`src/verilog/sts_pkg.sv`:
```
// sequence timer scheduler constants, register indices and codes
package sts_pkg;

  // ---------------------------------------------------------------
  // sizing
  // ---------------------------------------------------------------
  localparam int STS_NTMR = 3;
  localparam int STS_NREG = 15;
  localparam int STS_FLDS = 5;
  localparam int STS_TW = 11;
  localparam int STS_AW = 16;
  localparam int STS_DW = 32;
  localparam int STS_SELW = 5;

  // ---------------------------------------------------------------
  // register indices, byte address is index times four
  // ---------------------------------------------------------------
  localparam logic [15:0] STS_IDX_T2_START = 16'h320B;
  localparam logic [15:0] STS_IDX_T2_STOP = 16'h320C;
  localparam logic [15:0] STS_IDX_T2_DAY = 16'h320D;
  localparam logic [15:0] STS_IDX_T2_ACT = 16'h320E;
  localparam logic [15:0] STS_IDX_T2_SRC = 16'h320F;
  localparam logic [15:0] STS_IDX_T3_START = 16'h3210;
  localparam logic [15:0] STS_IDX_T3_STOP = 16'h3211;
  localparam logic [15:0] STS_IDX_T3_DAY = 16'h3212;
  localparam logic [15:0] STS_IDX_T3_ACT = 16'h3213;
  localparam logic [15:0] STS_IDX_T3_SRC = 16'h3214;
  localparam logic [15:0] STS_IDX_T4_START = 16'h3215;
  localparam logic [15:0] STS_IDX_T4_STOP = 16'h3216;
  localparam logic [15:0] STS_IDX_T4_DAY = 16'h3217;
  localparam logic [15:0] STS_IDX_T4_ACT = 16'h3218;
  localparam logic [15:0] STS_IDX_T4_SRC = 16'h3219;
  localparam logic [15:0] STS_IDX_STATUS = 16'h3230;
  localparam int STS_ADDR_SHIFT = 2;
  localparam logic [4:0] STS_SEL_STATUS = 5'h0F;
  localparam logic [4:0] STS_SEL_NONE = 5'h1F;

  // field order inside one timer's group of five
  localparam logic [2:0] STS_F_START = 3'h0;
  localparam logic [2:0] STS_F_STOP = 3'h1;
  localparam logic [2:0] STS_F_DAY = 3'h2;
  localparam logic [2:0] STS_F_ACT = 3'h3;
  localparam logic [2:0] STS_F_SRC = 3'h4;

  // ---------------------------------------------------------------
  // value ranges and reset values
  // ---------------------------------------------------------------
  localparam logic [10:0] STS_TIME_MAX = 11'h5A0;
  localparam logic [10:0] STS_TIME_RST = 11'h000;
  localparam logic [3:0] STS_DAY_MAX = 4'hA;
  localparam logic [1:0] STS_ACT_MAX = 2'h2;
  localparam logic [2:0] STS_SRC_MAX = 3'h6;

  // day selection codes
  localparam logic [3:0] STS_DAY_OFF = 4'h0;
  localparam logic [3:0] STS_DAY_ALL = 4'h1;
  localparam logic [3:0] STS_DAY_WKDAY = 4'h2;
  localparam logic [3:0] STS_DAY_WKEND = 4'h3;
  localparam logic [3:0] STS_DAY_MON = 4'h4;

  // day of week from the calendar, monday first
  localparam logic [2:0] STS_DOW_SAT = 3'h5;
  localparam logic [2:0] STS_DOW_SUN = 3'h6;

  // action codes
  localparam logic [1:0] STS_ACT_DOUT = 2'h0;
  localparam logic [1:0] STS_ACT_RUN = 2'h1;
  localparam logic [1:0] STS_ACT_RUNPI = 2'h2;

  // reference source codes
  localparam logic [2:0] STS_SRC_PRESET_A = 3'h0;

endpackage : sts_pkg

```
`src/verilog/sts_timer.sv`:
```
// sequence timers two to four: apb registers and time-of-day scheduling
//
// Implementation choice: register access over APB.
`timescale 1ns/10ps

module sts_timer
  import sts_pkg::*;
#(
  parameter int NTMR = sts_pkg::STS_NTMR
)
(
  input wire logic pclk,
  input wire logic presetn,
  input wire logic psel,
  input wire logic penable,
  input wire logic pwrite,
  input wire logic [sts_pkg::STS_AW-1:0] paddr,
  input wire logic [sts_pkg::STS_DW-1:0] pwdata,
  output logic [sts_pkg::STS_DW-1:0] prdata,
  output logic pready,
  output logic pslverr,
  input wire logic [sts_pkg::STS_TW-1:0] time_of_day,
  input wire logic [2:0] day_of_week,
  output logic [NTMR-1:0] timer_dout,
  output logic run_cmd,
  output logic pi_disable,
  output logic [2:0] ref_source,
  output logic ref_valid
);
  import sts_pkg::*;

  // ---------------------------------------------------------------
  // decode helpers
  // ---------------------------------------------------------------

  // map a byte address to a register select, none when unmapped
  function automatic logic [STS_SELW-1:0] reg_sel(input logic [STS_AW-1:0] a);
    logic [STS_AW-1:0] idx;
    idx = a >> STS_ADDR_SHIFT;
    reg_sel = STS_SEL_NONE;
    if (a[STS_ADDR_SHIFT-1:0] == '0)
    begin
      if (idx >= STS_IDX_T2_START && idx <= STS_IDX_T4_SRC)
        reg_sel = STS_SELW'(idx - STS_IDX_T2_START);
      else if (idx == STS_IDX_STATUS)
        reg_sel = STS_SEL_STATUS;
    end
  endfunction : reg_sel

  // day selection code against the current weekday
  function automatic logic day_on(input logic [3:0] sel, input logic [2:0] dow);
    logic wkend;
    wkend = (dow == STS_DOW_SAT) || (dow == STS_DOW_SUN);
    day_on = 1'b0;
    if (sel == STS_DAY_ALL)
      day_on = 1'b1;
    else if (sel == STS_DAY_WKDAY)
      day_on = !wkend;
    else if (sel == STS_DAY_WKEND)
      day_on = wkend;
    else if (sel >= STS_DAY_MON && sel <= STS_DAY_MAX)
      day_on = (sel - STS_DAY_MON) == {1'b0, dow};
  endfunction : day_on

  // ---------------------------------------------------------------
  // state
  // ---------------------------------------------------------------
  logic [STS_TW-1:0] start_q [NTMR];
  logic [STS_TW-1:0] start_d [NTMR];
  logic [STS_TW-1:0] stop_q [NTMR];
  logic [STS_TW-1:0] stop_d [NTMR];
  logic [3:0] day_q [NTMR];
  logic [3:0] day_d [NTMR];
  logic [1:0] act_q [NTMR];
  logic [1:0] act_d [NTMR];
  logic [2:0] src_q [NTMR];
  logic [2:0] src_d [NTMR];
  logic [STS_DW-1:0] prdata_d;
  logic pready_d;
  logic pslverr_d;
  logic [NTMR-1:0] dout_d;
  logic run_d;
  logic pi_d;
  logic [2:0] ref_d;
  logic ref_valid_d;
  logic [NTMR-1:0] hit_w;
  logic [STS_SELW-1:0] sel_w;
  logic wr_w;

  // ---------------------------------------------------------------
  // apb slave
  // ---------------------------------------------------------------

  // a write lands only in the completing access cycle
  assign sel_w = reg_sel(paddr);
  assign wr_w = psel && penable && pready && pwrite;

  // register next values; out-of-range writes are dropped
  always_comb
  begin
    int t;
    int f;
    t = 0;
    f = 0;
    for (int i = 0; i < NTMR; i++)
    begin
      start_d[i] = start_q[i];
      stop_d[i] = stop_q[i];
      day_d[i] = day_q[i];
      act_d[i] = act_q[i];
      src_d[i] = src_q[i];
    end
    if (wr_w && sel_w < STS_SELW'(NTMR * STS_FLDS))
    begin
      t = int'(sel_w) / STS_FLDS;
      f = int'(sel_w) % STS_FLDS;
      unique case (3'(f))
        STS_F_START:
          if (pwdata <= STS_DW'(STS_TIME_MAX))
            start_d[t] = pwdata[STS_TW-1:0];
        STS_F_STOP:
          if (pwdata <= STS_DW'(STS_TIME_MAX))
            stop_d[t] = pwdata[STS_TW-1:0];
        STS_F_DAY:
          if (pwdata <= STS_DW'(STS_DAY_MAX))
            day_d[t] = pwdata[3:0];
        STS_F_ACT:
          if (pwdata <= STS_DW'(STS_ACT_MAX))
            act_d[t] = pwdata[1:0];
        STS_F_SRC:
          if (pwdata <= STS_DW'(STS_SRC_MAX))
            src_d[t] = pwdata[2:0];
        default: ;
      endcase
    end
  end

  // read data, ready and error prepared in the setup cycle
  always_comb
  begin
    int t;
    int f;
    t = int'(sel_w) / STS_FLDS;
    f = int'(sel_w) % STS_FLDS;
    prdata_d = prdata;
    pready_d = psel && !penable;
    pslverr_d = 1'b0;
    if (psel && !penable)
    begin
      prdata_d = '0;
      if (sel_w == STS_SEL_STATUS)
        prdata_d = STS_DW'({ref_valid, ref_source, pi_disable, run_cmd, timer_dout});
      else if (sel_w < STS_SELW'(NTMR * STS_FLDS))
      begin
        unique case (3'(f))
          STS_F_START: prdata_d = STS_DW'(start_q[t]);
          STS_F_STOP: prdata_d = STS_DW'(stop_q[t]);
          STS_F_DAY: prdata_d = STS_DW'(day_q[t]);
          STS_F_ACT: prdata_d = STS_DW'(act_q[t]);
          STS_F_SRC: prdata_d = STS_DW'(src_q[t]);
          default: prdata_d = '0;
        endcase
      end
      else
        pslverr_d = 1'b1; // unmapped address
    end
  end

  // ---------------------------------------------------------------
  // scheduling
  // ---------------------------------------------------------------

  // per-timer activity window
  for (genvar g = 0; g < NTMR; g++)
  begin : g_tmr
    assign hit_w[g] = day_on(day_q[g], day_of_week)
      && time_of_day >= start_q[g] && time_of_day < stop_q[g];

    // field ranges; out-of-range writes never reach the registers
    AST_START_RANGE: assert property (@(posedge pclk) disable iff (!presetn)
      start_q[g] <= STS_TIME_MAX) else $error("start time above 24:00");
    AST_STOP_RANGE: assert property (@(posedge pclk) disable iff (!presetn)
      stop_q[g] <= STS_TIME_MAX) else $error("stop time above 24:00");
    AST_DAY_RANGE: assert property (@(posedge pclk) disable iff (!presetn)
      day_q[g] <= STS_DAY_MAX) else $error("day code out of range");
    AST_ACT_RANGE: assert property (@(posedge pclk) disable iff (!presetn)
      act_q[g] <= STS_ACT_MAX) else $error("action code out of range");
    AST_SRC_RANGE: assert property (@(posedge pclk) disable iff (!presetn)
      src_q[g] <= STS_SRC_MAX) else $error("reference source out of range");

    // writes land when in range and are dropped above it
    AST_START_WR: assert property (@(posedge pclk) disable iff (!presetn)
      wr_w && sel_w == STS_SELW'(g * STS_FLDS + int'(STS_F_START))
      && pwdata <= STS_DW'(STS_TIME_MAX) |=> start_q[g] == $past(pwdata[STS_TW-1:0]))
      else $error("start time write lost");
    AST_STOP_DROP: assert property (@(posedge pclk) disable iff (!presetn)
      wr_w && sel_w == STS_SELW'(g * STS_FLDS + int'(STS_F_STOP))
      && pwdata > STS_DW'(STS_TIME_MAX) |=> stop_q[g] == $past(stop_q[g]))
      else $error("stop time above 24:00 accepted");

    // day selection and interval
    AST_DAY_OFF: assert property (@(posedge pclk) disable iff (!presetn)
      day_q[g] == STS_DAY_OFF |=> !timer_dout[g]) else $error("disabled timer active");
    AST_WEEKDAY: assert property (@(posedge pclk) disable iff (!presetn)
      day_q[g] == STS_DAY_WKDAY && day_of_week >= STS_DOW_SAT |=> !timer_dout[g])
      else $error("weekday timer active at weekend");
    AST_WEEKEND: assert property (@(posedge pclk) disable iff (!presetn)
      day_q[g] == STS_DAY_WKEND && day_of_week < STS_DOW_SAT |=> !timer_dout[g])
      else $error("weekend timer active on a weekday");
    AST_ONE_DAY: assert property (@(posedge pclk) disable iff (!presetn)
      day_q[g] >= STS_DAY_MON && day_q[g] - STS_DAY_MON != {1'b0, day_of_week}
      |=> !timer_dout[g]) else $error("single day timer active on another day");
    AST_WINDOW: assert property (@(posedge pclk) disable iff (!presetn)
      day_q[g] == STS_DAY_ALL && time_of_day >= start_q[g] && time_of_day < stop_q[g]
      |=> timer_dout[g]) else $error("daily timer missed its window");
    AST_BEFORE_START: assert property (@(posedge pclk) disable iff (!presetn)
      time_of_day < start_q[g] |=> !timer_dout[g]) else $error("active before start time");
    AST_STOP_EDGE: assert property (@(posedge pclk) disable iff (!presetn)
      time_of_day == stop_q[g] |=> !timer_dout[g]) else $error("active at stop time");

    // action of an active timer
    AST_DOUT_ACT: assert property (@(posedge pclk) disable iff (!presetn)
      hit_w[g] && act_q[g] == STS_ACT_DOUT |=> timer_dout[g])
      else $error("digital output missing for active timer");
    AST_RUN_ACT: assert property (@(posedge pclk) disable iff (!presetn)
      hit_w[g] && act_q[g] != STS_ACT_DOUT |=> run_cmd && ref_valid)
      else $error("running timer gave no run command");
  end

  // combine timers; lowest numbered running timer picks the reference
  always_comb
  begin
    dout_d = hit_w;
    run_d = 1'b0;
    pi_d = 1'b0;
    ref_d = STS_SRC_PRESET_A;
    ref_valid_d = 1'b0;
    for (int i = NTMR - 1; i >= 0; i--)
    begin
      if (hit_w[i] && act_q[i] != STS_ACT_DOUT)
      begin
        run_d = 1'b1;
        ref_d = src_q[i];
        ref_valid_d = 1'b1;
      end
      if (hit_w[i] && act_q[i] == STS_ACT_RUNPI)
        pi_d = 1'b1;
    end
  end

  // ---------------------------------------------------------------
  // registers
  // ---------------------------------------------------------------

  // all state and outputs
  always_ff @(posedge pclk or negedge presetn)
  begin
    if (!presetn)
    begin
      for (int i = 0; i < NTMR; i++)
      begin
        start_q[i] <= STS_TIME_RST;
        stop_q[i] <= STS_TIME_RST;
        day_q[i] <= STS_DAY_OFF;
        act_q[i] <= STS_ACT_DOUT;
        src_q[i] <= STS_SRC_PRESET_A;
      end
      prdata <= '0;
      pready <= 1'b0;
      pslverr <= 1'b0;
      timer_dout <= '0;
      run_cmd <= 1'b0;
      pi_disable <= 1'b0;
      ref_source <= STS_SRC_PRESET_A;
      ref_valid <= 1'b0;
    end
    else
    begin
      start_q <= start_d;
      stop_q <= stop_d;
      day_q <= day_d;
      act_q <= act_d;
      src_q <= src_d;
      prdata <= prdata_d;
      pready <= pready_d;
      pslverr <= pslverr_d;
      timer_dout <= dout_d;
      run_cmd <= run_d;
      pi_disable <= pi_d;
      ref_source <= ref_d;
      ref_valid <= ref_valid_d;
    end
  end

  // ---------------------------------------------------------------
  // checks
  // ---------------------------------------------------------------

  // combined run, pi and reference outputs
  AST_DOUT_ONLY: assert property (@(posedge pclk) disable iff (!presetn)
    run_cmd |-> $past(hit_w[0] && act_q[0] != STS_ACT_DOUT
    || hit_w[1] && act_q[1] != STS_ACT_DOUT || hit_w[2] && act_q[2] != STS_ACT_DOUT))
    else $error("run without a running timer");
  AST_RUN: assert property (@(posedge pclk) disable iff (!presetn)
    hit_w[0] && act_q[0] == STS_ACT_RUN |=> run_cmd && !pi_disable || $past(hit_w[1]
    || hit_w[2])) else $error("run action not run");
  AST_PI_RUN: assert property (@(posedge pclk) disable iff (!presetn)
    pi_disable |-> run_cmd) else $error("pi disabled without run");
  AST_REF_IGNORED: assert property (@(posedge pclk) disable iff (!presetn)
    !run_cmd |-> !ref_valid && ref_source == STS_SRC_PRESET_A)
    else $error("reference applied without run");
  AST_TMR4: assert property (@(posedge pclk) disable iff (!presetn)
    hit_w[2] && act_q[2] == STS_ACT_RUNPI |=> pi_disable && run_cmd)
    else $error("fourth timer action ignored");
  AST_REF_SEL: assert property (@(posedge pclk) disable iff (!presetn)
    hit_w[0] && act_q[0] != STS_ACT_DOUT |=> ref_source == $past(src_q[0]))
    else $error("wrong reference source");
  AST_REF_VALID: assert property (@(posedge pclk) disable iff (!presetn)
    ref_valid == run_cmd) else $error("reference valid differs from run");

  // apb answer: one access cycle, error only for unmapped addresses
  AST_READY: assert property (@(posedge pclk) disable iff (!presetn)
    psel && !penable |=> pready ##1 !pready) else $error("ready not one cycle");
  AST_ERR_PAIR: assert property (@(posedge pclk) disable iff (!presetn)
    pslverr |-> pready) else $error("error without ready");
  AST_ERR_UNMAPPED: assert property (@(posedge pclk) disable iff (!presetn)
    psel && !penable && sel_w == STS_SEL_NONE |=> pslverr && pready)
    else $error("unmapped address not refused");
  AST_ERR_MAPPED: assert property (@(posedge pclk) disable iff (!presetn)
    psel && !penable && sel_w != STS_SEL_NONE |=> !pslverr)
    else $error("mapped address refused");
  AST_RD_STATUS: assert property (@(posedge pclk) disable iff (!presetn)
    psel && !penable && sel_w == STS_SEL_STATUS
    |=> prdata == STS_DW'($past({ref_valid, ref_source, pi_disable, run_cmd, timer_dout})))
    else $error("status read differs from outputs");
  AST_RD_HOLD: assert property (@(posedge pclk) disable iff (!presetn)
    !(psel && !penable) |=> $stable(prdata)) else $error("read data changed outside a read");

endmodule : sts_timer

```
`config.mk`:
```
export PLATFORM = sky130hd
export DESIGN_NAME = sts_timer
export DESIGN_NICKNAME = d
export VERILOG_FILES = /design/src/verilog/sts_pkg.sv /design/src/verilog/sts_timer.sv
export SDC_FILE = /design/constraint.sdc
export NUM_CORES = 1
export LEC_CHECK = 0
export ABC_CLOCK_PERIOD_IN_PS = 4300
export BUFFER_PORTS_ARGS = -buffer_cell sky130_fd_sc_hd__buf_4
export CORE_MARGIN = 10
export CORE_UTILIZATION = 57
export DETAILED_ROUTE_END_ITERATION = 6
export PLACE_DENSITY = 0.79
export RECOVER_POWER = 50
export SLEW_MARGIN = 40
export SYNTH_ARGS = -nofsm -noshare
export SYNTH_HDL_FRONTEND = slang
export SYNTH_SLANG_ARGS = --single-unit
```
`constraint.sdc`:
```
create_clock -name pclk -period 4.3 [get_ports pclk]
set_input_delay 1.075 -clock pclk [delete_from_list [all_inputs] [get_ports pclk]]
set_output_delay 1.075 -clock pclk [all_outputs]
set_load 0.03 [all_outputs]
```
==> metrics.yaml, run 1 <==
outcome:
  outcome: "finished with violations"
  failed_checks: "capacitance limit, slew limit, setup timing"
timing:
  finalCritPeriodShare: 1.42
  hold_viol_final: 0
  fmax_ghz: 0.164
  setup_viol: 104
  period_needed_ns: 6.10
  tns_ns: -175.90
  layout_setup_ws_ns: -1.80
  finalMaxSlewViolations: 61
  slew_headroom: -1.16
  skew_ns: 0.00695
  max_slew.worst_pin.slew_ns: 3.24
  rsz0062_at_grt: "true"
floorplan:
  start_util: 0.585
  fp.dieW_um: 145
  die_h_um: 145
  core_mm2: 0.0153
  pin_count: 110
  core.rowCount: 45
  dieArea_mm2: 0.0211
global_routing:
  grt_pass1_wl_um: 53500
  gr-total-overflow: 0
  antenna_found_initial: 0
  grt_usage: 0.316
  grt_max_degree: 61
  grt_pass1_vias: 9558
clock_network:
  root_buffer: "clkbuf_16"
  cts_buffers: 17
  holdBufCountCts: 0
  clk_pin_slew_ns: 0.06
  cts_buffer_depth: 2
  cts_tree: "yes"
  clk_latency_ns: 0.43
  htreeDepth: 4
  clkSinkCount: 114
synth:
  synth_enable_flop_cells: 0
  ys_seq_area_frac: 0.320
  ys.flop_type: "dfrtp_1"
  syn_inst: 922
  avgSynthCellArea_um2: 9.68
  synth_area_mm2: 0.00892
  yosys_warnings: 0
  synth_top_cell_by_area: "dfrtp_1"
  synth-seq-cells: 114
  synth_area_leaders: "dfrtp_1 32%, ha_1 12%, mux2_1 7.3%, mux2_2 4.4%, inv_1 3.6%"
  ys_async_sr_fraction: 1.00
  synthDominantCellAreaShare: 0.320
  synth_cell_types: 88
cells_and_area:
  drive_gt1_frac: 0.430
  antenna_cells: 0
  final_cell_mix: "234 x buf_4, 114 x dfrtp_1, 88 x mux2_4, 83 x inv_1, 81 x ha_1"
  multiInputGateArea_mm2: 0.00632
  nFillCells: 798
  fin_nets: 1321
  syn_to_final_growth_pct: 41.2
  seq_area_mm2: 0.00285
  final_common_cell: "buf_4"
worst_setup_path:
  crit_required_ns: 4.61
  path_max_fanout: 6
  critPathLaunchType: "input pin"
  end_kind: "flip-flop"
  crit_type: "input pin to flip-flop"
  worst_ep_arrival_time_ns: 6.41
routing:
  wirelength_um: 35400
  drtIter0Drc: 949
  routedWlPerCell_um: 25.5
  drtAntennaViolNets: 0
  firstDrtPassIters: 7
  drc: 0
  num_vias: 9109
  vias_per_cell: 6.55
worst_hold_path:
  hold_path.class: "flip-flop to flip-flop"
pwr:
  ir_drop_uv: 286
  comb_power_share: 0.118
  intPower_mw: 2.22
  switching_share: 0.247
  power_frac_clock: 0.518
  power_frac_seq: 0.364
  power.total_mw: 2.96
  powerDensity_mw_per_mm2: 235
  power_leakage_nw: 6.02
  switching_power_uw: 730
placement:
  hpwlAfterDp_um: 21800
  portBuffers: 88
  gp_congestion: 0.943
flow_run:
  max_cap_viol_count: 1
## worst max-delay path: stages
cell and delay (ns):
buf_6 0.10, ha_4 0.17, xnor2_4 0.13, or4b_4 0.53, nor3_4 0.15, inv_2 0.07, ha_4 0.15, or3_1 0.30
o2111a_1 0.25, or4_4 0.45, buf_4 0.16, a21oi_2 0.16, a21oi_2 0.09, nor3_2 0.20, a21oi_2 0.08, ha_2 0.17
nand2b_4 0.14, a32o_1 0.21, o32ai_2 0.27, and3_4 0.26, and3_4 0.19, a21oi_2 0.06, or2_4 0.28, nor3_4 0.23
buf_6 0.19, mux2_4 0.34
## metal layers
layer,share of wire,global-route usage,vias up
met3,0.10,0.0966,218
met5,0,0,-
li1,-,-,3814
met4,0.075,0.205,0
met2,0.47,0.518,674
met1,0.35,0.350,4403
## flip-flops by register name (all words and copies together) (netlist names)
signal / cells
prdata: 11
stop_q: 33
pi_disable: 1
pready: 1
timer_dout: 3
start_q: 33
src_q: 9
act_q: 6
ref_source: 3
day_q: 12
ref_valid: 1
pslverr: 1
## kinds of logic (layout without fill, tap and decap cells)
| kind of cell | Yosys count | in the layout | share of synthesized area |
|---|---|---|---|
| adders and majority gates | 87 | 87 | 0.122 |
| DFF | 114 | 114 | 0.320 |
| AOI/OAI and AO/OA | 218 | 218 | 0.176 |
| muxes | 110 | 110 | 0.147 |
| buffers and inverters | 145 | 382 | 0.0759 |
| xor gates and xnor gates | 8 | 8 | 0.00785 |
| other | 1 | 21 | 0.000420 |
| and+or+nand+nor | 239 | 239 | 0.151 |
## power by group through the flow
stage / clock network, mW / logic, mW / registers [mW]
final: 1.53 / 0.349 / 1.08
after global routing: 1.57 / 0.373 / 1.07
after CTS: 1.51 / 0.328 / 1.08
after detailed placement: 0 / 0.319 / 1.09
after global placement: 0 / 0.313 / 1.09
after floorplan: 0 / 0.162 / 1.10
## stage by stage
| step | hold WS [ns] | instance area [um2] | setup WS [ns] | cells | utilization |
|---|---|---|---|---|---|
| finish | 0.519 | 12600 | -1.80 | 1390 | 0.826 |
| global route | 0.529 | 12600 | -1.94 | 1390 | 0.826 |
| CTS | 0.513 | 12500 | -1.66 | 1385 | 0.817 |
| detailed placement | 0.492 | 11100 | -2.53 | 1326 | 0.726 |
| global placement | 0.479 | 11100 | -2.48 | 1326 | 0.726 |
| floorplan | 0.464 | 9360 | -2.16 | 942 | - |
## path summary, 6_finish.rpt
path | from | end | slack, ns | cells after the start
max | paddr[3] | stop_q[13] | -1.80 | 26
min | stop_q[7] | stop_q[7] | 0.52 | 1
max reg2reg | start_q[1] | ref_source[2] | 0.73 | 14
min reg2reg | stop_q[7] | stop_q[7] | 0.52 | 1
max in group asynchronous | presetn | stop_q[8] | 0.23 | 2
min in group asynchronous | presetn | pi_disable | 1.72 | 1
## area by class of cell
cell class                      instances  share of cell area
Tap cell                              211              0.0210
Multi-Input combinational cell        683               0.502
Sequential cell                       114               0.226
Clock inverter                         10              0.0124
Inverter                               85              0.0253
Timing Repair Buffer                  266               0.176
Clock buffer                           21              0.0373
## Yosys cell counts (6+ instances only)
library cell	count
nand3_1	21
a21oi_1	21
o2111a_1	6
nand2b_1	8
mux2_4	12
o21a_1	28
nor3_1	12
buf_4	28
inv_1	85
dfrtp_1	114
mux2_1	58
nand2_1	68
o21ai_0	44
nor2b_1	8
a31oi_1	11
nor2_1	33
a21o_1	20
mux2_2	35
and3_1	10
ha_1	87
nor4_1	9
o22a_1	7
a22oi_1	29
clkbuf_1	17
buf_2	10
nand4_1	16
## repair_timing
item | in CTS | in global routing
setup buffers | 25 | 9
pin swaps | 47 | 14
gates cloned | 4 | 0
resized for setup | 118 | 34
setup endpoints to repair | 104 | 104
endpoints found under the hold margin | 0 | 0
Power figures use the tool's default switching activity.
==> run 2, diff against run 1 <==
- ABC_AREA: unset -> 1
- SKIP_CTS_REPAIR_TIMING: unset -> 1
==> metrics.yaml, run 2 <==
outcome:
  outcome: "finished with violations"
  failed_checks: "capacitance limit, slew limit, setup timing"
worst_setup_path:
  worst_ep_arrival_time_ns: 5.33  # -1.08 ns
  critPathLaunchType: "input pin"
  critical_path.slowest_cell: "or2_4"
  cpLargestDelayFamily: "simple AND/OR/NAND/NOR gates"
  cpPeakStageDelay_ns: 0.23  # -0.30 ns
  crit_type: "input pin to flip-flop"
  crit_required_ns: 4.66  # +0.05 ns
  cp_common_cell: "nand2_2"
  path_max_fanout: 7  # +1
  reg2reg_from: "stop_q[2]"
  critical_path_buf_inv_count: 8  # +4
  worstSetupStartpoint: "paddr[9]"
  end_kind: "flip-flop"
synth:
  synth_compound_area_frac: 0.171  # -0.00524
  synth_common_cells: "280 x nand2_1, 153 x inv_1, 114 x dfrtp_1"
  synth_top_family_by_area: "simple AND/OR/NAND/NOR gates"
  synth_simple_gate_area_frac: 0.263  # +0.112
  ys.flop_type: "dfrtp_1"
  muxShareOfSynthArea: 0  # -0.147
  synth-seq-cells: 114  # unchanged
  synth_enable_flop_cells: 0  # unchanged
  synth_xor_area_frac: 0.00305  # -0.00481
  yosys_warnings: 0  # unchanged
  synth_top_cell_by_area: "dfrtp_1"
  avgSynthCellArea_um2: 7.38  # -24%
  synthDominantCellAreaShare: 0.331  # +0.0110
  synth_area_mm2: 0.00863  # -3.3%
  ys_async_sr_fraction: 1.00  # unchanged
  synth_cell_types: 54  # -39%
  ys_seq_area_frac: 0.331  # +0.0110
  syn_inst: 1169  # +27%
  synth_area_leaders: "dfrtp_1 33%, ha_1 13%, nand2_1 12%, inv_1 6.7%, o21ai_1 4.8%"
  post-synth-top-count-cell: "nand2_1"
  synth_fa_ha_area_frac: 0.126  # +0.00421
floorplan:
  die_h_um: 143  # -1.5%
  core.rowCount: 44  # -2.2%
  pin_count: 110  # unchanged
  dieArea_mm2: 0.0205  # -2.9%
  fp.dieW_um: 143  # -1.5%
  core_mm2: 0.0147  # -3.7%
  start_util: 0.587  # +0.00199
cells_and_area:
  fin_nets: 1556  # +18%
  syn_to_final_growth_pct: 39.0
  antenna_cells: 0  # unchanged
  drive_gt1_frac: 0.291  # -0.139
  final_common_cell: "nand2_1"
  nFillCells: 896  # +12%
  seq_area_mm2: 0.00285  # unchanged
  reg.largest.list: "start_q x33, stop_q x33, day_q x12"
  multiInputGateArea_mm2: 0.00553  # -12%
  final_cell_mix: "238 x nand2_1, 204 x buf_4, 145 x inv_1, 114 x dfrtp_1, 95 x o21ai_1"
clock_network:
  cts_buffer_depth: 2  # unchanged
  clkSinkCount: 114  # unchanged
  cts_tree: "yes"
  root_buffer: "clkbuf_16"
  clk_latency_ns: 0.43  # about the same
  htreeDepth: 4  # unchanged
  cts_buffers: 17  # unchanged
  clk_pin_slew_ns: 0.06  # about the same
timing:
  fmax_ghz: 0.201  # +23%
  slew_headroom: -0.177  # +0.985
  max_slew.worst_pin.slew_ns: 1.76  # -1.48 ns
  period_needed_ns: 4.96  # -1.14 ns
  finalMaxSlewViolations: 68  # +11%
  hold_viol_final: 0  # unchanged
  finalCritPeriodShare: 1.15  # -0.265
  skew_ns: 0.00628  # -0.000671 ns
  setup_viol: 104  # unchanged
  tns_ns: -53.20  # +122.70 ns
  rsz0062_at_grt: "true"
  layout_setup_ws_ns: -0.664  # +1.14 ns
pwr:
  power.total_mw: 2.81  # -5.1%
  ir_drop_uv: 277  # -3.1%
  powerDensity_mw_per_mm2: 234  # -0.26%
  power_leakage_nw: 5.70  # -5.2%
worst_hold_path:
  hold_path.class: "flip-flop to flip-flop"
  hp-start: "stop_q[29]"
global_routing:
  antenna_found_initial: 1  # +1
  grt_usage: 0.284  # -0.0318
  grt_max_degree: 68  # +11%
  gr-total-overflow: 0  # unchanged
  grt_pass1_wl_um: 46100  # -14%
  grt_pass1_vias: 9053  # -5.3%
placement:
  portBuffers: 88  # unchanged
  gp_congestion: 0.978  # +3.8%
  hpwlAfterDp_um: 22100  # +1.7%
routing:
  firstDrtPassIters: 6  # -1
  wirelength_um: 33000  # -6.9%
  vias_per_cell: 6.13  # -6.5%
  drtIter0Drc: 1192  # +26%
  routedWlPerCell_um: 20.6  # -19%
  drc: 0  # unchanged
  drtAntennaViolNets: 0  # unchanged
  num_vias: 9794  # +7.5%
flow_run:
  max_cap_viol_count: 1  # unchanged
-- run 2: cell families (layout without fill, tap and decap cells) --
kind of cell	Yosys count	after routing
simple gates	503	505
compound gates	252	252
buf+inv	209	432
flops	114	114
fa+ha+maj	87	87
xor+xnor	3	3
other cells	1	21
-- run 2: tightest hold or removal path, cell delays in order, from the launching register on --
cell	delay [ns]
dfrtp_1	0.34
nand2_1	0.06
o21ai_2	0.05
-- run 2: metal layers --
layer | share of wire | vias up | track usage | wire (um)
li1 | - | 4341 | - | -
met1 | 0.35 | 4562 | 0.346 | 11700
met2 | 0.46 | 664 | 0.462 | 15200
met3 | 0.11 | 227 | 0.0574 | 3700
met4 | 0.071 | 0 | 0.159 | 2350
met5 | 0 | - | 0 | 0
-- run 2: path summary, 6_finish.rpt --
kind,end,slack [ns],cells after the start
setup reg to reg,ref_source[0],0.89,17
max in group asynchronous,stop_q[10],1.59,2
hold reg to reg,stop_q[29],0.49,2
setup / recovery,prdata[5],-0.66,37
hold / removal,stop_q[29],0.49,2
min in group asynchronous,src_q[1],1.09,1
-- run 2: layout make-up --
type,count,share of cell area
Multi-Input combinational cell,868,0.461
Inverter,160,0.0546
Clock buffer,22,0.0395
Clock inverter,9,0.00689
Timing Repair Buffer,241,0.181
Sequential cell,114,0.238
Tap cell,184,0.0192
-- run 2: power by group --
part / internal [mW] / switching (mW) / leakage (nW)
sequential: 1.08 / 0.00358 / 1.58
combinational: 0.138 / 0.229 / 3.85
clock: 0.832 / 0.524 / 0.272
-- run 2: per-stage QoR --
step	cells	setup slack (ns)	utilization	area, um2	hold slack [ns]
after CTS	1567	-0.724	0.758	11100	0.485
final	1598	-0.664	0.816	12000	0.485
after detailed placement	1536	-1.14	0.720	10600	0.473
after global placement	1536	-0.997	0.719	10600	0.464
after floorplan	1189	-0.718	-	8960	0.455
after global routing	1598	-0.862	0.816	12000	0.513
==> run 3, diff against run 2 <==
- ABC_AREA: 1 -> unset
==> metrics.yaml, run 3 (same netlist as run 1, synthesis figures left out) <==
outcome:
  outcome: "finished with violations"
  failed_checks: "capacitance limit, slew limit, setup timing"
worst_setup_path:
  cpPeakStageDelay_ns: 0.53  # +0.30 ns
  crit_required_ns: 4.60  # -0.06 ns
  crit_type: "input pin to flip-flop"
  worst_ep_arrival_time_ns: 6.44  # +1.11 ns
  path_max_fanout: 7  # unchanged
  timing.reg2reg.setup_slack_ns: 0.69  # -0.20 ns
  critical_path.slowest_cell: "or4b_4"
  critPathLaunchType: "input pin"
  end_kind: "flip-flop"
floorplan:
  start_util: 0.585  # -0.00199
  core.rowCount: 45  # +2.3%
  die_h_um: 145  # +1.5%
  core_mm2: 0.0153  # +3.8%
  dieArea_mm2: 0.0211  # +3.0%
  pin_count: 110  # unchanged
  fp.dieW_um: 145  # +1.5%
clock_network:
  clkSinkCount: 114  # unchanged
  root_buffer: "clkbuf_16"
  htreeDepth: 4  # unchanged
  cts_buffers: 17  # unchanged
  clk_pin_slew_ns: 0.06  # about the same
  cts_tree: "yes"
  cts_buffer_depth: 2  # unchanged
  clk_latency_ns: 0.43  # about the same
pwr:
  power_leakage_nw: 5.89  # +3.3%
  comb_power_share: 0.117  # -0.014
  intPower_mw: 2.22  # +8.5%
  power_frac_clock: 0.518  # +0.035
  power_frac_seq: 0.365  # -0.021
  switching_power_uw: 725  # -4.2%
  powerDensity_mw_per_mm2: 239  # +2.0%
  ir_drop_uv: 216  # -22%
  switching_share: 0.246  # -0.0239
cells_and_area:
  fin_nets: 1306  # -16%
  reg.largest.list: "start_q x33, stop_q x33, day_q x12"
  seq_area_mm2: 0.00285  # unchanged
  final_cell_mix: "224 x buf_4, 114 x dfrtp_1, 86 x mux2_4, 83 x inv_1, 82 x ha_1"
  final_common_cell: "buf_4"
  drive_gt1_frac: 0.409  # +0.118
  nFillCells: 842  # -6.0%
  instances_no_fill: 1375  # -14%
  antenna_cells: 0  # unchanged
  syn_to_final_growth_pct: 38.5
  multiInputGateArea_mm2: 0.00618  # +12%
timing:
  rsz0062_at_grt: "true"
  layout_setup_ws_ns: -1.84  # -1.17 ns
  finalCritPeriodShare: 1.43  # +0.272
  fmax_ghz: 0.163  # -19%
  period_needed_ns: 6.14  # +1.17 ns
  max_slew.worst_pin.slew_ns: 3.27  # +1.50 ns
  hold_viol_final: 0  # unchanged
  setup_viol: 104  # unchanged
  slew_headroom: -1.18  # -1.00
  skew_ns: 0.00820  # +0.00192 ns
  whs_ns: 0.515  # +0.0300 ns
  finalMaxSlewViolations: 61  # -10%
placement:
  portBuffers: 88  # unchanged
  hpwlAfterDp_um: 21800  # -1.7%
  gp_congestion: 0.943  # -3.6%
  dp_cells: 1326  # -14%
routing:
  drtAntennaViolNets: 0  # unchanged
  drtIter0Drc: 1011  # -15%
  firstDrtPassIters: 6  # unchanged
  routedWlPerCell_um: 25.0  # +21%
  drc: 0  # unchanged
  wirelength_um: 34400  # +4.4%
  vias_per_cell: 6.53  # +6.5%
  num_vias: 8976  # -8.4%
global_routing:
  antenna_found_initial: 0  # -1
  gr-total-overflow: 0  # unchanged
  grt_max_degree: 61  # -10%
  grt_pass1_vias: 8546  # -5.6%
  grt_pass1_wl_um: 46400  # +0.51%
  grt_usage: 0.269  # -0.0156
flow_run:
  max_cap_viol_count: 1  # unchanged
worst_hold_path:
  hold_path.class: "flip-flop to flip-flop"
==> run 3: cell count changes in the layout (fill, tap and decap cells not counted), moves of 16 or more <==
cell and delta:
nand2_1 -173, mux2_4 +86, o21ai_1 -85, inv_1 -62, nand3_1 -50, nor2_1 -43
nand2_2 -29, a21oi_1 -28, o21a_1 +24, buf_4 +20, a22oi_2 +19, a21o_1 +18
o21ai_2 -16
==> run 3: per-stage QoR <==
stage	instance area [um2]	utilization	total power [mW]	setup slack [ns]	setup TNS, ns
2_1_floorplan	9360	-	1.26	-2.16	-210.68
3_3_place_gp	11100	0.726	1.41	-2.48	-230.23
3_5_place_dp	11100	0.726	1.41	-2.53	-235.05
4_1_cts	11700	0.767	2.91	-2.10	-190.13
5_1_grt	12400	0.810	3.02	-2.01	-209.32
6_report	12400	0.810	2.95	-1.84	-172.77
==> run 3: worst paths after layout <==
| kind | from | end | cells after the start |
|---|---|---|---|
| worst max-delay path | paddr[3] | prdata[2] | 30 |
| min in group asynchronous | presetn | src_q[7] | 1 |
| max in group asynchronous | presetn | stop_q[30] | 2 |
| worst min-delay path | timer_dout[1] | prdata[1] | 2 |
| worst min register to register | timer_dout[1] | prdata[1] | 2 |
| worst max register to register | start_q[1] | ref_source[1] | 14 |
==> run 3: metal layers <==
| layer | track usage | routed length, um | part of all wire |
|---|---|---|---|
| met4 | 0.129 | 2330 | 0.068 |
| met1 | 0.319 | 12400 | 0.36 |
| met5 | 0 | 0 | 0 |
| met2 | 0.451 | 16300 | 0.47 |
| met3 | 0.0581 | 3390 | 0.098 |
==> run 3: critical path, delay by kind of cell <==
kind / cells / cell delay (ns)
AND/OR/NAND/NOR: 10 / 2.16
AO/OA/AOI/OAI: 9 / 1.63
buffers and inverters: 6 / 0.73
adder cells (fa/ha/maj): 4 / 0.69
XOR/XNOR: 1 / 0.13
==> run 3: power groups by stage <==
stage | Clock [mW] | Combinational, mW | Sequential [mW]
floorplan | 0 | 0.162 | 1.10
CTS | 1.51 | 0.324 | 1.08
finish | 1.53 | 0.346 | 1.08
global route | 1.57 | 0.370 | 1.07
detailed placement | 0 | 0.319 | 1.09
global placement | 0 | 0.313 | 1.09
==> run 3: area by class of cell <==
| type | instances | share of cell area |
|---|---|---|
| sequential | 114 | 0.231 |
| clock buffer | 21 | 0.0381 |
| timing repair buffer | 250 | 0.171 |
| tap | 211 | 0.0214 |
| multi-input combinational | 684 | 0.501 |
| clock inverter | 10 | 0.0127 |
| inverter | 85 | 0.0258 |
